`src/rtl/slc_pkg.sv`:
```
package slc_pkg;

  // ----------------------------------------------------------------
  // Register map
  // ----------------------------------------------------------------
  localparam logic [7:0] SLC_PANEL_CONTROL_A_OFS = 8'hE4;
  localparam logic [7:0] SLC_PANEL_CONTROL_B_OFS = 8'hE5;
  localparam logic [7:0] SLC_FRAME_RATE_OFS      = 8'hE6;

  localparam logic [7:0] SLC_CTRL_A_RESET = 8'h00;
  localparam logic [7:0] SLC_CTRL_B_RESET = 8'h00;
  localparam logic [7:0] SLC_FRR_RESET    = 8'h00;

  // ----------------------------------------------------------------
  // Field positions
  // ----------------------------------------------------------------
  localparam int SLC_A_DRIVER_ON  = 7;
  localparam int SLC_A_LP_WAVE    = 6;
  localparam int SLC_A_FLAG       = 4;
  localparam int SLC_A_IRQ_EN     = 3;
  localparam int SLC_A_BLANK      = 0;

  localparam int SLC_B_ASYNC_SEL  = 7;
  localparam int SLC_B_HALF_BIAS  = 6;
  localparam int SLC_B_DUTY_LO    = 4;
  localparam int SLC_B_MASK_LO    = 0;

  localparam int SLC_F_TAP_LO     = 4;
  localparam int SLC_F_DIV_LO     = 0;

  // ----------------------------------------------------------------
  // Duty codes and frame lengths
  // ----------------------------------------------------------------
  localparam logic [1:0] SLC_DUTY_STATIC  = 2'h0;
  localparam logic [1:0] SLC_DUTY_HALF    = 2'h1;
  localparam logic [1:0] SLC_DUTY_THIRD   = 2'h2;
  localparam logic [1:0] SLC_DUTY_QUARTER = 2'h3;

  localparam logic [2:0] SLC_K_THIRD_LAST = 3'h5;
  localparam logic [2:0] SLC_K_OTHER_LAST = 3'h7;

  // Prescaler width and low-bit counts per tap (16 .. 4096)
  localparam int SLC_PRE_W = 12;
  localparam logic [3:0] SLC_TAP_BITS [8] = '{4'h4, 4'h6, 4'h7, 4'h8,
                                              4'h9, 4'hA, 4'hB, 4'hC};

  typedef enum logic {SLC_IDLE, SLC_RUN} slc_state_t;

endpackage : slc_pkg

```
`src/rtl/slc_top.sv`:
```
// What this block does
// - Enable bit starts driver; clear stops immediately
// - Disabled: all panel pins return to port
// - Waveform bit picks default or low-power
// - Waveform change applies at next frame that sets the flag
// - Control A bits 5,2,1 read zero
// - Flag set at frame start with latch
// - Interrupt when flag, enable, global enable
// - Flag cleared by vector or writing one
// - Low-power waveform: flag every second frame
// - Blank from next frame that sets the flag, pins grounded
// - Clock select: system or async clock
// - Async source: oscillator or external input
// - Half-bias bit picks one-half or one-third
// - Duty field picks duty and commons
// - Unused commons become port pins
// - Port mask sets driven segment count
// - Unmasked segments stay port pins
// - Small variant: mask top bit reads zero
// - Tap field picks divider 16..4096
// - Divider field further divides the tap
// - Divide by field value plus one
// - Blank and waveform latched before frame
// - Frame is 6 or 8 prescaled periods
`timescale 1ns/1ps
`default_nettype none

module slc_top
  import slc_pkg::*;
#(
  parameter int SEG_COUNT = 40
)
(
  input  wire logic                 ref_clk_i,
  input  wire logic                 rst_n_i,
  input  wire logic [7:0]           addr_i,
  input  wire logic [7:0]           wdata_i,
  input  wire logic                 wr_i,
  input  wire logic                 rd_i,
  output logic      [7:0]           rdata_o,
  input  wire logic                 ext_clk_en_i,
  input  wire logic                 tosc_clk_i,
  input  wire logic                 ext_clk_i,
  input  wire logic                 global_irq_en_i,
  input  wire logic                 irq_ack_i,
  output logic                      frame_irq_o,
  output logic                      frame_start_o,
  output logic                      panel_tick_o,
  output logic      [2:0]           frame_phase_o,
  output logic                      low_power_active_o,
  output logic                      blank_gnd_o,
  output logic                      half_bias_o,
  output logic      [1:0]           duty_o,
  output logic      [3:0]           com_lcd_o,
  output logic      [SEG_COUNT-1:0] seg_lcd_o
);

  localparam logic [3:0] MASK_KEEP = (SEG_COUNT > 25) ? 4'hF : 4'h7;

  logic       panel_driver_on;
  logic       low_power_waveform_sel;
  logic       frame_start_flag;
  logic       frame_irq_enable;
  logic       blank_request;
  logic       async_clock_sel;
  logic       half_bias_sel;
  logic [1:0] duty_sel;
  logic [3:0] segment_pin_mask;
  logic [2:0] prescale_tap_sel;
  logic [2:0] clock_divide_sel;

  slc_state_t state;
  logic       prescaled_panel_clock;
  logic [2:0] phase;
  logic [2:0] phase_last;
  logic       frame_begin;
  logic       second_half;
  logic       latch_now;
  logic       lp_active;
  logic       blank_active;
  logic [5:0] seg_last;
  logic       wr_a;
  logic       wr_b;
  logic       wr_f;
  logic       frame_cut;

  assign wr_a = wr_i && (addr_i == SLC_PANEL_CONTROL_A_OFS);
  assign wr_b = wr_i && (addr_i == SLC_PANEL_CONTROL_B_OFS);
  assign wr_f = wr_i && (addr_i == SLC_FRAME_RATE_OFS);

  // ----------------------------------------------------------------
  // Control registers
  // ----------------------------------------------------------------
  // reset to zero
  always_ff @(posedge ref_clk_i or negedge rst_n_i)
  begin
    if (!rst_n_i)
    begin
      panel_driver_on        <= SLC_CTRL_A_RESET[SLC_A_DRIVER_ON];
      low_power_waveform_sel <= SLC_CTRL_A_RESET[SLC_A_LP_WAVE];
      frame_irq_enable       <= SLC_CTRL_A_RESET[SLC_A_IRQ_EN];
      blank_request          <= SLC_CTRL_A_RESET[SLC_A_BLANK];
    end
    else if (wr_a)
    begin
      panel_driver_on        <= wdata_i[SLC_A_DRIVER_ON];
      low_power_waveform_sel <= wdata_i[SLC_A_LP_WAVE];
      frame_irq_enable       <= wdata_i[SLC_A_IRQ_EN];
      blank_request          <= wdata_i[SLC_A_BLANK];
    end
  end

  always_ff @(posedge ref_clk_i or negedge rst_n_i)
  begin
    if (!rst_n_i)
    begin
      async_clock_sel  <= SLC_CTRL_B_RESET[SLC_B_ASYNC_SEL];
      half_bias_sel    <= SLC_CTRL_B_RESET[SLC_B_HALF_BIAS];
      duty_sel         <= SLC_CTRL_B_RESET[SLC_B_DUTY_LO +: 2];
      segment_pin_mask <= SLC_CTRL_B_RESET[SLC_B_MASK_LO +: 4];
    end
    else if (wr_b)
    begin
      async_clock_sel  <= wdata_i[SLC_B_ASYNC_SEL];
      half_bias_sel    <= wdata_i[SLC_B_HALF_BIAS];
      duty_sel         <= wdata_i[SLC_B_DUTY_LO +: 2];
      segment_pin_mask <= wdata_i[SLC_B_MASK_LO +: 4] & MASK_KEEP;
    end
  end

  always_ff @(posedge ref_clk_i or negedge rst_n_i)
  begin
    if (!rst_n_i)
    begin
      prescale_tap_sel <= SLC_FRR_RESET[SLC_F_TAP_LO +: 3];
      clock_divide_sel <= SLC_FRR_RESET[SLC_F_DIV_LO +: 3];
    end
    else if (wr_f)
    begin
      prescale_tap_sel <= wdata_i[SLC_F_TAP_LO +: 3];
      clock_divide_sel <= wdata_i[SLC_F_DIV_LO +: 3];
    end
  end

  // ----------------------------------------------------------------
  // Read port
  // ----------------------------------------------------------------
  // reserved bits read zero
  always_ff @(posedge ref_clk_i or negedge rst_n_i)
  begin
    if (!rst_n_i)
      rdata_o <= 8'h00;
    else if (rd_i && addr_i == SLC_PANEL_CONTROL_A_OFS)
      rdata_o <= {panel_driver_on, low_power_waveform_sel, 1'b0, frame_start_flag,
                  frame_irq_enable, 2'b00, blank_request};
    else if (rd_i && addr_i == SLC_PANEL_CONTROL_B_OFS)
      rdata_o <= {async_clock_sel, half_bias_sel, duty_sel, segment_pin_mask};
    else if (rd_i && addr_i == SLC_FRAME_RATE_OFS)
      rdata_o <= {1'b0, prescale_tap_sel, 1'b0, clock_divide_sel};
    else
      rdata_o <= 8'h00;
  end

  // ----------------------------------------------------------------
  // Prescaled panel clock
  // ----------------------------------------------------------------
  // source, tap and divide
  slc_clk_div u_clk_div (
    .ref_clk_i    (ref_clk_i),
    .rst_n_i      (rst_n_i),
    .run_i        (panel_driver_on),
    .async_sel_i  (async_clock_sel),
    .ext_clk_en_i (ext_clk_en_i),
    .tosc_clk_i   (tosc_clk_i),
    .ext_clk_i    (ext_clk_i),
    .tap_sel_i    (prescale_tap_sel),
    .div_sel_i    (clock_divide_sel),
    .tick_o       (prescaled_panel_clock)
  );

  // ----------------------------------------------------------------
  // Frame sequencer
  // ----------------------------------------------------------------
  // six or eight periods
  assign phase_last  = (duty_sel == SLC_DUTY_THIRD) ? SLC_K_THIRD_LAST : SLC_K_OTHER_LAST;
  assign frame_begin = (state == SLC_RUN) && panel_driver_on && prescaled_panel_clock
                       && (phase >= phase_last);

  always_ff @(posedge ref_clk_i or negedge rst_n_i)
  begin
    if (!rst_n_i)
      state <= SLC_IDLE;
    else
    begin
      case (state)
        SLC_IDLE: if (panel_driver_on) state <= SLC_RUN;
        SLC_RUN:  if (!panel_driver_on) state <= SLC_IDLE;
        default:  state <= SLC_IDLE;
      endcase
    end
  end

  // First tick after enable opens a frame
  always_ff @(posedge ref_clk_i or negedge rst_n_i)
  begin
    if (!rst_n_i)
      phase <= SLC_K_OTHER_LAST;
    else if (state != SLC_RUN || !panel_driver_on)
      phase <= SLC_K_OTHER_LAST;
    else if (frame_begin)
      phase <= 3'h0;
    else if (prescaled_panel_clock)
      phase <= phase + 3'h1;
  end

  // frames cut by a duty write go untimed
  always_ff @(posedge ref_clk_i or negedge rst_n_i)
  begin
    if (!rst_n_i)
      frame_cut <= 1'b1;
    else if (wr_b || state != SLC_RUN || frame_begin)
      frame_cut <= wr_b || (state != SLC_RUN);
  end

  // pairs of frames in low-power mode
  always_ff @(posedge ref_clk_i or negedge rst_n_i)
  begin
    if (!rst_n_i)
      second_half <= 1'b0;
    else if (state != SLC_RUN)
      second_half <= 1'b0;
    else if (frame_begin)
      second_half <= latch_now && low_power_waveform_sel;
  end

  assign latch_now = frame_begin && !(lp_active && second_half);

  always_ff @(posedge ref_clk_i or negedge rst_n_i)
  begin
    if (!rst_n_i)
    begin
      lp_active    <= 1'b0;
      blank_active <= 1'b0;
    end
    else if (state != SLC_RUN)
    begin
      lp_active    <= 1'b0;
      blank_active <= 1'b0;
    end
    else if (latch_now)
    begin
      lp_active    <= low_power_waveform_sel;
      blank_active <= blank_request;
    end
  end

  // ----------------------------------------------------------------
  // Start-of-frame flag and interrupt
  // ----------------------------------------------------------------
  // set wins over clear
  always_ff @(posedge ref_clk_i or negedge rst_n_i)
  begin
    if (!rst_n_i)
      frame_start_flag <= 1'b0;
    else if (latch_now)
      frame_start_flag <= 1'b1;
    else if (irq_ack_i || (wr_a && wdata_i[SLC_A_FLAG]))
      frame_start_flag <= 1'b0;
  end

  assign frame_irq_o = frame_start_flag && frame_irq_enable && global_irq_en_i;

  // ----------------------------------------------------------------
  // Pin ownership
  // ----------------------------------------------------------------
  // last driven segment
  always_comb
  begin
    if (segment_pin_mask == 4'h6)
      seg_last = 6'd23;
    else if (segment_pin_mask == 4'h7)
      seg_last = 6'd24;
    else if (segment_pin_mask == 4'hF)
      seg_last = 6'd39;
    else if (segment_pin_mask < 4'h6)
      seg_last = 6'd12 + {1'b0, segment_pin_mask, 1'b0};
    else
      seg_last = 6'd10 + {1'b0, segment_pin_mask, 1'b0};
  end

  // unmasked or disabled segments are port
  genvar gi;
  for (gi = 0; gi < SEG_COUNT; gi++)
  begin : g_seg
    assign seg_lcd_o[gi] = (state == SLC_RUN) && panel_driver_on
                           && (6'(gi) <= seg_last);
  end

  for (gi = 0; gi < 4; gi++)
  begin : g_com
    assign com_lcd_o[gi] = (state == SLC_RUN) && panel_driver_on
                           && (2'(gi) <= duty_sel);
  end

  assign low_power_active_o = lp_active;
  assign blank_gnd_o        = (state == SLC_RUN) && panel_driver_on && blank_active;
  assign half_bias_o        = half_bias_sel && (duty_sel != SLC_DUTY_STATIC);
  assign duty_o             = duty_sel;
  assign frame_start_o      = frame_begin;
  assign panel_tick_o       = prescaled_panel_clock;
  assign frame_phase_o      = phase;

  // ----------------------------------------------------------------
  // Checks
  // ----------------------------------------------------------------
  irq_gate_a: assert property (@(posedge ref_clk_i) disable iff (!rst_n_i)
    frame_irq_o == (frame_start_flag && frame_irq_enable && global_irq_en_i))
    else $error("frame interrupt gating wrong");

  flag_set_a: assert property (@(posedge ref_clk_i) disable iff (!rst_n_i)
    latch_now |=> frame_start_flag)
    else $error("flag not set at frame start");

  flag_clear_a: assert property (@(posedge ref_clk_i) disable iff (!rst_n_i)
    (irq_ack_i && !latch_now) |=> !frame_start_flag)
    else $error("flag not cleared by vector");

  flag_w0_a: assert property (@(posedge ref_clk_i) disable iff (!rst_n_i)
    (frame_start_flag && wr_a && !wdata_i[SLC_A_FLAG] && !irq_ack_i) |=> frame_start_flag)
    else $error("writing zero cleared flag");

  off_now_a: assert property (@(posedge ref_clk_i) disable iff (!rst_n_i)
    !panel_driver_on |-> (seg_lcd_o == '0 && com_lcd_o == 4'h0 && !blank_gnd_o))
    else $error("pins still owned while disabled");
  lp_hold_a: assert property (@(posedge ref_clk_i) disable iff (!rst_n_i)
    (state == SLC_RUN && !latch_now && panel_driver_on) |=> $stable(lp_active))
    else $error("waveform changed mid-frame");
  lp_pair_a: assert property (@(posedge ref_clk_i) disable iff (!rst_n_i)
    (latch_now && low_power_waveform_sel) |=> (second_half && lp_active))
    else $error("flag set on consecutive low-power frames");
  frame_len_a: assert property (@(posedge ref_clk_i) disable iff (!rst_n_i)
    (frame_begin && !frame_cut) |-> (phase == phase_last))
    else $error("frame length wrong");
  com_duty_a: assert property (@(posedge ref_clk_i) disable iff (!rst_n_i)
    (panel_driver_on && state == SLC_RUN) |-> (com_lcd_o[0] && !com_lcd_o[3] ==
      (duty_sel != SLC_DUTY_QUARTER)))
    else $error("common ownership does not follow duty");
  reserved_a: assert property (@(posedge ref_clk_i) disable iff (!rst_n_i)
    $past(rd_i) && $past(addr_i) == SLC_PANEL_CONTROL_A_OFS |-> rdata_o[5] == 1'b0
      && rdata_o[2:1] == 2'b00)
    else $error("reserved bits read nonzero");

  blank_gnd_a: assert property (@(posedge ref_clk_i) disable iff (!rst_n_i)
    (blank_request && latch_now && panel_driver_on) |=> blank_gnd_o)
    else $error("blanking not applied at frame start");

endmodule : slc_top

`default_nettype wire

```
`src/rtl/slc_clk_div.sv`:
```
`timescale 1ns/1ps
`default_nettype none

module slc_clk_div
  import slc_pkg::*;
(
  input  wire logic       ref_clk_i,
  input  wire logic       rst_n_i,
  input  wire logic       run_i,
  input  wire logic       async_sel_i,
  input  wire logic       ext_clk_en_i,
  input  wire logic       tosc_clk_i,
  input  wire logic       ext_clk_i,
  input  wire logic [2:0] tap_sel_i,
  input  wire logic [2:0] div_sel_i,
  output logic            tick_o
);

  logic                 src_prev;
  logic                 src_now;
  logic                 panel_en;
  logic [SLC_PRE_W-1:0] pre_cnt;
  logic [SLC_PRE_W-1:0] tap_mask;
  logic                 tap_hit;
  logic [2:0]           div_cnt;

  // ----------------------------------------------------------------
  // Panel clock source
  // ----------------------------------------------------------------
  assign src_now = ext_clk_en_i ? ext_clk_i : tosc_clk_i;

  always_ff @(posedge ref_clk_i or negedge rst_n_i)
  begin
    if (!rst_n_i)
      src_prev <= 1'b0;
    else
      src_prev <= src_now;
  end

  // System clock steps every cycle; slow clock on its rising edges
  assign panel_en = async_sel_i ? (src_now & ~src_prev) : 1'b1;

  // ----------------------------------------------------------------
  // Prescaler tap and divider
  // ----------------------------------------------------------------
  assign tap_mask = SLC_PRE_W'((13'h1 << SLC_TAP_BITS[tap_sel_i]) - 13'h1);
  assign tap_hit  = panel_en && ((pre_cnt & tap_mask) == tap_mask);

  always_ff @(posedge ref_clk_i or negedge rst_n_i)
  begin
    if (!rst_n_i)
      pre_cnt <= '0;
    else if (!run_i)
      pre_cnt <= '0;
    else if (panel_en)
      pre_cnt <= pre_cnt + SLC_PRE_W'(1);
  end

  always_ff @(posedge ref_clk_i or negedge rst_n_i)
  begin
    if (!rst_n_i)
      div_cnt <= 3'h0;
    else if (!run_i)
      div_cnt <= 3'h0;
    else if (tap_hit)
      div_cnt <= (div_cnt >= div_sel_i) ? 3'h0 : div_cnt + 3'h1;
  end

  always_ff @(posedge ref_clk_i or negedge rst_n_i)
  begin
    if (!rst_n_i)
      tick_o <= 1'b0;
    else
      tick_o <= run_i && tap_hit && (div_cnt >= div_sel_i);
  end

endmodule : slc_clk_div

`default_nettype wire

```
`config.mk`:
```
export PLATFORM = sky130hd
export DESIGN_NAME = slc_top
export DESIGN_NICKNAME = d
export VERILOG_FILES = /design/src/rtl/slc_pkg.sv /design/src/rtl/slc_top.sv /design/src/rtl/slc_clk_div.sv
export SDC_FILE = /design/constraint.sdc
export NUM_CORES = 1
export LEC_CHECK = 0
export ABC_CLOCK_PERIOD_IN_PS = 3500
export CORE_ASPECT_RATIO = 2
export CORE_MARGIN = 5
export CORE_UTILIZATION = 55
export CTS_BUF_LIST = sky130_fd_sc_hd__clkbuf_4
export CTS_CLUSTER_DIAMETER = 80
export CTS_CLUSTER_SIZE = 14
export DETAILED_ROUTE_END_ITERATION = 12
export DONT_BUFFER_PORTS = 1
export PLACE_DENSITY = 0.7
export SYNTH_ARGS = -nofsm -noshare
export SYNTH_HDL_FRONTEND = slang
export SYNTH_SLANG_ARGS = --single-unit
export TNS_END_PERCENT = 5
```
`constraint.sdc`:
```
create_clock -name ref_clk_i -period 3.5 [get_ports ref_clk_i]
set_input_delay 0.35 -clock ref_clk_i [delete_from_list [all_inputs] [get_ports ref_clk_i]]
set_output_delay 0.35 -clock ref_clk_i [all_outputs]
set_load 0.03 [all_outputs]
```
* After elaboration in Yosys (flattened, before gate mapping) *
Memory sizes are Yosys's and may differ from the RTL's.
Index checks and enable logic that the tools add are counted.

word-level totals
  memories = 1
  register bits = 51
  logic and storage cells = 194
  output and inout port bits = 63
  bits of input ports = 25
  memory bits (read-only) = 32

memory list
  name             depth  bits a word  read ports  clocked after memory_dff  write ports  line               source
  (no name shown)  8      4            1           0                         0            slc_clk_div.sv:46  assign tap_mask = SLC_PRE_W'((13'h1 << SLC_TAP_BITS[tap_sel_i]) - 13'h1);

cells by class
  add/sub/neg operators = 6
  eq/ne operators = 12
  multiplexer cells = 29
  $lt $le $gt $ge = 48
  reductions and logical operators = 71
  shift-type cells = 1
  bitwise operators = 5

operators by type and width
  operator               count
  $le 5x6->1 const A     16
  $logic_and 1x1->1      64
  $le 4x6->1 const A     8
  $le 6x6->1 const A     8
  $eq 8x8->1 const B     3
  $le 3x6->1 const A     4
  $mux 12                2
  $mux 6                 4
  $mux 3                 6
  $mux 8                 2
  $add 12x1->12 const B  1
  $add 4x5->6 const A    2
  $and 12x12->12         1
  $eq 12x12->1           1
  $le 1x6->1 const A     2
  $le 2x6->1 const A     2
  $shl 1x4->12 const A   1
  $sub 12x1->12 const B  1
  $mux 1                 11
  $eq 4x3->1 const B     2
  $mux 4                 2
  $ne 2x1->1 const B     4
  $mux 7                 1
  $add 3x1->3 const B    2
  15 further kinds       22

* Logic depth before layout (Yosys ltp) *
  word-level depth = 11
  mapped depth = 12
  mapped depth without buffers = 11

* Cells and area by module *
A second synthesis with hierarchy kept.

second synthesis, totals
  cells, all modules = 352
  area, all modules = 3204.3 um^2

by module, submodules not included
  module       area each (um^2)  instances  seq. area each (um^2)  cells each
  slc_top      2068.2            1          854.6                  228
  slc_clk_div  1136.1            1          425.4                  124

* Worst setup path before layout *
OpenSTA, ideal clock, no wires.

  path kind = reg2out
  from = reg segment_pin_mask[0]
  to = out seg_lcd_o[21]
  arrival time = 3.062 ns
  stages on the path, launching flop included = 12
  path buffers = 2
  slack = 0.088 ns
  required time = 3.150 ns
  cell sequence = dfrtp_1 clkbuf_1 inv_1 ha_1 a22oi_1 a2bb2oi_1 o21ai_0 nor2b_1 buf_2 o21a_1 nor2_2 a21boi_0

between the ends
  word-level cells in the longest chain between the ends = 7
  elaborated cells on any way between the ends = 12
  classes of those cells = 2 x add/sub; 2 x order compare; 3 x eq/ne; 4 x mux; 1 x reduce/logical

ends and longest elaborated chain
  what                                 line            source
  from (decl)                          slc_top.sv:68   logic [3:0] segment_pin_mask;
  from (signal assigned)               slc_top.sv:120  segment_pin_mask <= SLC_CTRL_B_RESET[SLC_B_MASK_LO +: 4];
  from (signal assigned)               slc_top.sv:127  segment_pin_mask <= wdata_i[SLC_B_MASK_LO +: 4] & MASK_KEEP;
  $add 4x5->6 (tied with other cells)  slc_top.sv:288  seg_last = 6'd10 + {1'b0, segment_pin_mask, 1'b0};
  $mux 6                               slc_top.sv:285  else if (segment_pin_mask < 4'h6)
  $mux 6                               slc_top.sv:283  else if (segment_pin_mask == 4'hF)
  $mux 6                               slc_top.sv:281  else if (segment_pin_mask == 4'h7)
  $mux 6 (*)                           slc_top.sv:279  if (segment_pin_mask == 4'h6)
  $le 5x6->1 (*)                       slc_top.sv:296  && (6'(gi) <= seg_last);
  $logic_and 1x1->1 (*)                slc_top.sv:296
  to (decl)                            slc_top.sv:55   output logic [SEG_COUNT-1:0] seg_lcd_o

Every way passes the cells marked *; elsewhere a longest branch is shown, timed or not.

* Worst setup path in the final report *
  from = reg segment_pin_mask[1]
  to = out seg_lcd_o[21]

The elaborated chain is that of the path after synthesis.

==> results.md <==
* Setup TNS at 0 ns
* Largest net degree at the start of global routing at 52
* Ports at 88
* Gate Count Post-Synth at 409
* Logic pwr share at 0.165
* Clock power frac at 0.255
* Post-DR vias/cell at 6.020
* Root Buffer: clkbuf_4
* Count leader, synth: dfrtp_1
* Filler Cells Inserted at 583
* Clock latency on the worst-skew pair at 0.38 ns
* Area leader, netlist: dfrtp_1
* Setup crit end kind: primary output
* Max_cap viols at 0
* Synth unique cells at 66
* Post-synth top cells: dfrtp_1, nand2_1, nor2_1
* Clock transition at path regs at 0.15 ns
* CP Launch Type: flip-flop
* First-pass GRT wire length at 14550 µm
* Post-Synthesis Cell Area at 3526 µm²
* Period minus WS final at 3.312 ns
* DRT antenna net count at 0
* Share of layout cells above drive strength 1 at 0.1690
* Final setup viols at 0
* Async set-reset flop share out of synthesis at 1.000
* Site Rows at 41
* Flop pwr share at 0.580
* Area of the multi-input gates at 2027 µm²
* CTS buffer count at 5
* H-tree levels at 2
* Post-layout worst setup margin at 0.1876 ns
* CTS tree: done
* Fmax at 301.9 MHz
* CTS Sinks at 51
* Synth top area cells: dfrtp_1, ha_1, mux2_2
* Peak supply drop at 349.9 µV
* Worst path arrival time at 2.96 ns
* Vias in the first global route at 3002
* Sequential element share of the synthesized area at 0.3630
* Total Wirelength at 9369 µm
* DRT iter0 DRCs at 225
* Synth Register Bits at 51
* Number of synthesized flops with an enable pin at 0
* Required time of the critical path at 3.15 ns
* Slew HR at 0.5424
* Routed len/inst at 18.30 µm
* Layout Skew at 0.01201 ns
* Nets at 466
* Slew Viols, Final at 0
* Area Growth Syn to Fin at 8.836%
* Max clock buf depth at 2
* Cell area power density at 278.8 nW/µm²
* CP Class: flip-flop to primary output
* IO buf count at 0
* Syn_nets at 450
* Hold slack at 0.02920 ns
* Yosys warning count at 0
* Residual DRC at 0
* Status: finished, final reports clean
* Hold WC Path Type: input port to flip-flop
* Initial antenna violation count at 0
* Die Ht at 123.2 µm
* RSZ-0062 raised after global routing: no
* DIE AREA at 8209 µm²
* P_int at 0.7534 mW
* Final GP Congestion at 0.9608
* Drt first pass iters at 5
* Syn avg cell area at 8.621 µm²
* Antenna cell count at 0
* Psw at 0.3165 mW
* GRT overflow at 0
* Worst Max-Slew Pin Slew at 0.6885 ns
* Most used DFF post-synth: dfrtp_1
* Static leakage at 1.791 nW
* Final core utilization at 0.6132
* Fin crit share at 0.9464
* Die Width at 66.62 µm
* Sequential cell area at 1282 µm²
* Switching Share at 0.2958
* Place WS at 0.3583 ns
* Post-synth top area share at 0.3407
* Final Hold Viols at 0
* Starting density of the core at 0.5634
* GRT Util Overall at 0.2357
* Core footprint at 6259 µm²
* DP HPWL at 7413 µm
* Via count at 3082
* Crit Path Max Fanout at 15
[per-layer routing]
metal,share of wire,track usage
met1,0.31,0.2038
met2,0.59,0.4739
met3,0.054,0.04182
met4,0.045,0.1323
met5,0,0
[logic make-up (layout without fill, tap and decap cells)]
logic type | count (synthesis) | in the layout | synth area share
and+or+nand+nor | 155 | 155 | 0.2310
AOI/OAI and AO/OA | 102 | 102 | 0.1860
DFF | 51 | 51 | 0.3630
buffers and inverters | 50 | 67 | 0.06387
muxes | 24 | 24 | 0.07346
adders and majority gates | 16 | 16 | 0.05678
xor gates and xnor gates | 10 | 10 | 0.02484
other | 1 | 1 | 0.001064
[placed cells by master (no fill, tap or decap), types with 3 or more instances in the layout]
cell / count
a31oi_1: 4
nor2_1: 33
o21ai_0: 17
and3_1: 6
o22ai_1: 3
nor3_1: 6
dfstp_2: 3
or3_1: 3
inv_1: 27
and2_1: 14
nand2_1: 43
o21a_1: 5
o21ai_1: 4
clkbuf_4: 6
a21boi_0: 7
nand4_1: 10
ha_1: 15
a21o_1: 4
nand3_1: 9
mux2i_1: 9
nand2b_1: 5
a21oi_1: 30
dfrtp_1: 46
xnor2_1: 9
buf_4: 28
nor2b_1: 10
a22oi_1: 6
mux2_2: 15
[area by class of cell]
class | instances | share of cell area
multi-input combinational | 308 | 0.5282
sequential | 51 | 0.3342
timing repair buffer | 31 | 0.06717
tap | 86 | 0.02804
inverter | 28 | 0.02739
clock buffer | 6 | 0.01174
clock inverter | 2 | 0.003261
[worst max-delay path: stages (launching register included)]
cell and delay, ns:
dfrtp_2 0.54, ha_1 0.37, a22oi_1 0.20, a2bb2oi_1 0.22
o21ai_1 0.16, nor2b_1 0.19, buf_4 0.18, o21a_1 0.21
nor2_2 0.14, a21boi_0 0.19, buf_4 0.18
[registers in the layout, indices dropped and copies added (netlist names), 2 cells and up]
name	cells
u_clk_div.div_cnt	3
rdata_o	8
duty_o	2
segment_pin_mask	4
clock_divide_sel	3
frame_phase_o	3
prescale_tap_sel	3
u_clk_div.pre_cnt	12
[power groups by stage]
stage	clock (mW)	combinational, mW	sequential, mW
6_report	0.273	0.177	0.620
5_1_grt	0.303	0.196	0.622
4_1_cts	0.282	0.171	0.620
3_5_place_dp	0	0.154	0.632
2_1_floorplan	0	0.131	0.624
3_3_place_gp	0	0.153	0.631
[final timing paths]
| kind | cells past startpoint | from | slack [ns] | to |
|---|---|---|---|---|
| max reg2reg | 11 | prescale_tap_sel[0] | 0.31 | u_clk_div.div_cnt[2] |
| max in group asynchronous | 2 | rst_n_i | 2.78 | frame_phase_o[0] |
| max | 10 | segment_pin_mask[1] | 0.19 | seg_lcd_o[21] |
| min | 1 | addr_i[1] | 0.03 | rdata_o[7] |
| min reg2reg | 2 | frame_irq_enable | 0.54 | frame_irq_enable |
| min in group asynchronous | 2 | rst_n_i | 0.44 | state |
[through the flow]
step	area [µm²]	power (mW)	std cells
after floorplan	3526	0.7557	409
after global placement	3701	0.7835	498
after detailed placement	3701	0.7852	498
after CTS	3796	1.073	508
after global routing	3837	1.121	512
final	3837	1.070	512
[what timing repair did]
| action | CTS | global route |
|---|---|---|
| hold endpoints to repair | 51 | 1 |
| setup endpoints to repair | 0 | 17 |
| hold buffers | 2 | 1 |
| buffers inserted | 0 | 3 |
| gates resized for setup | 0 | 5 |
Note: power is estimated with default switching activity, not from simulation.
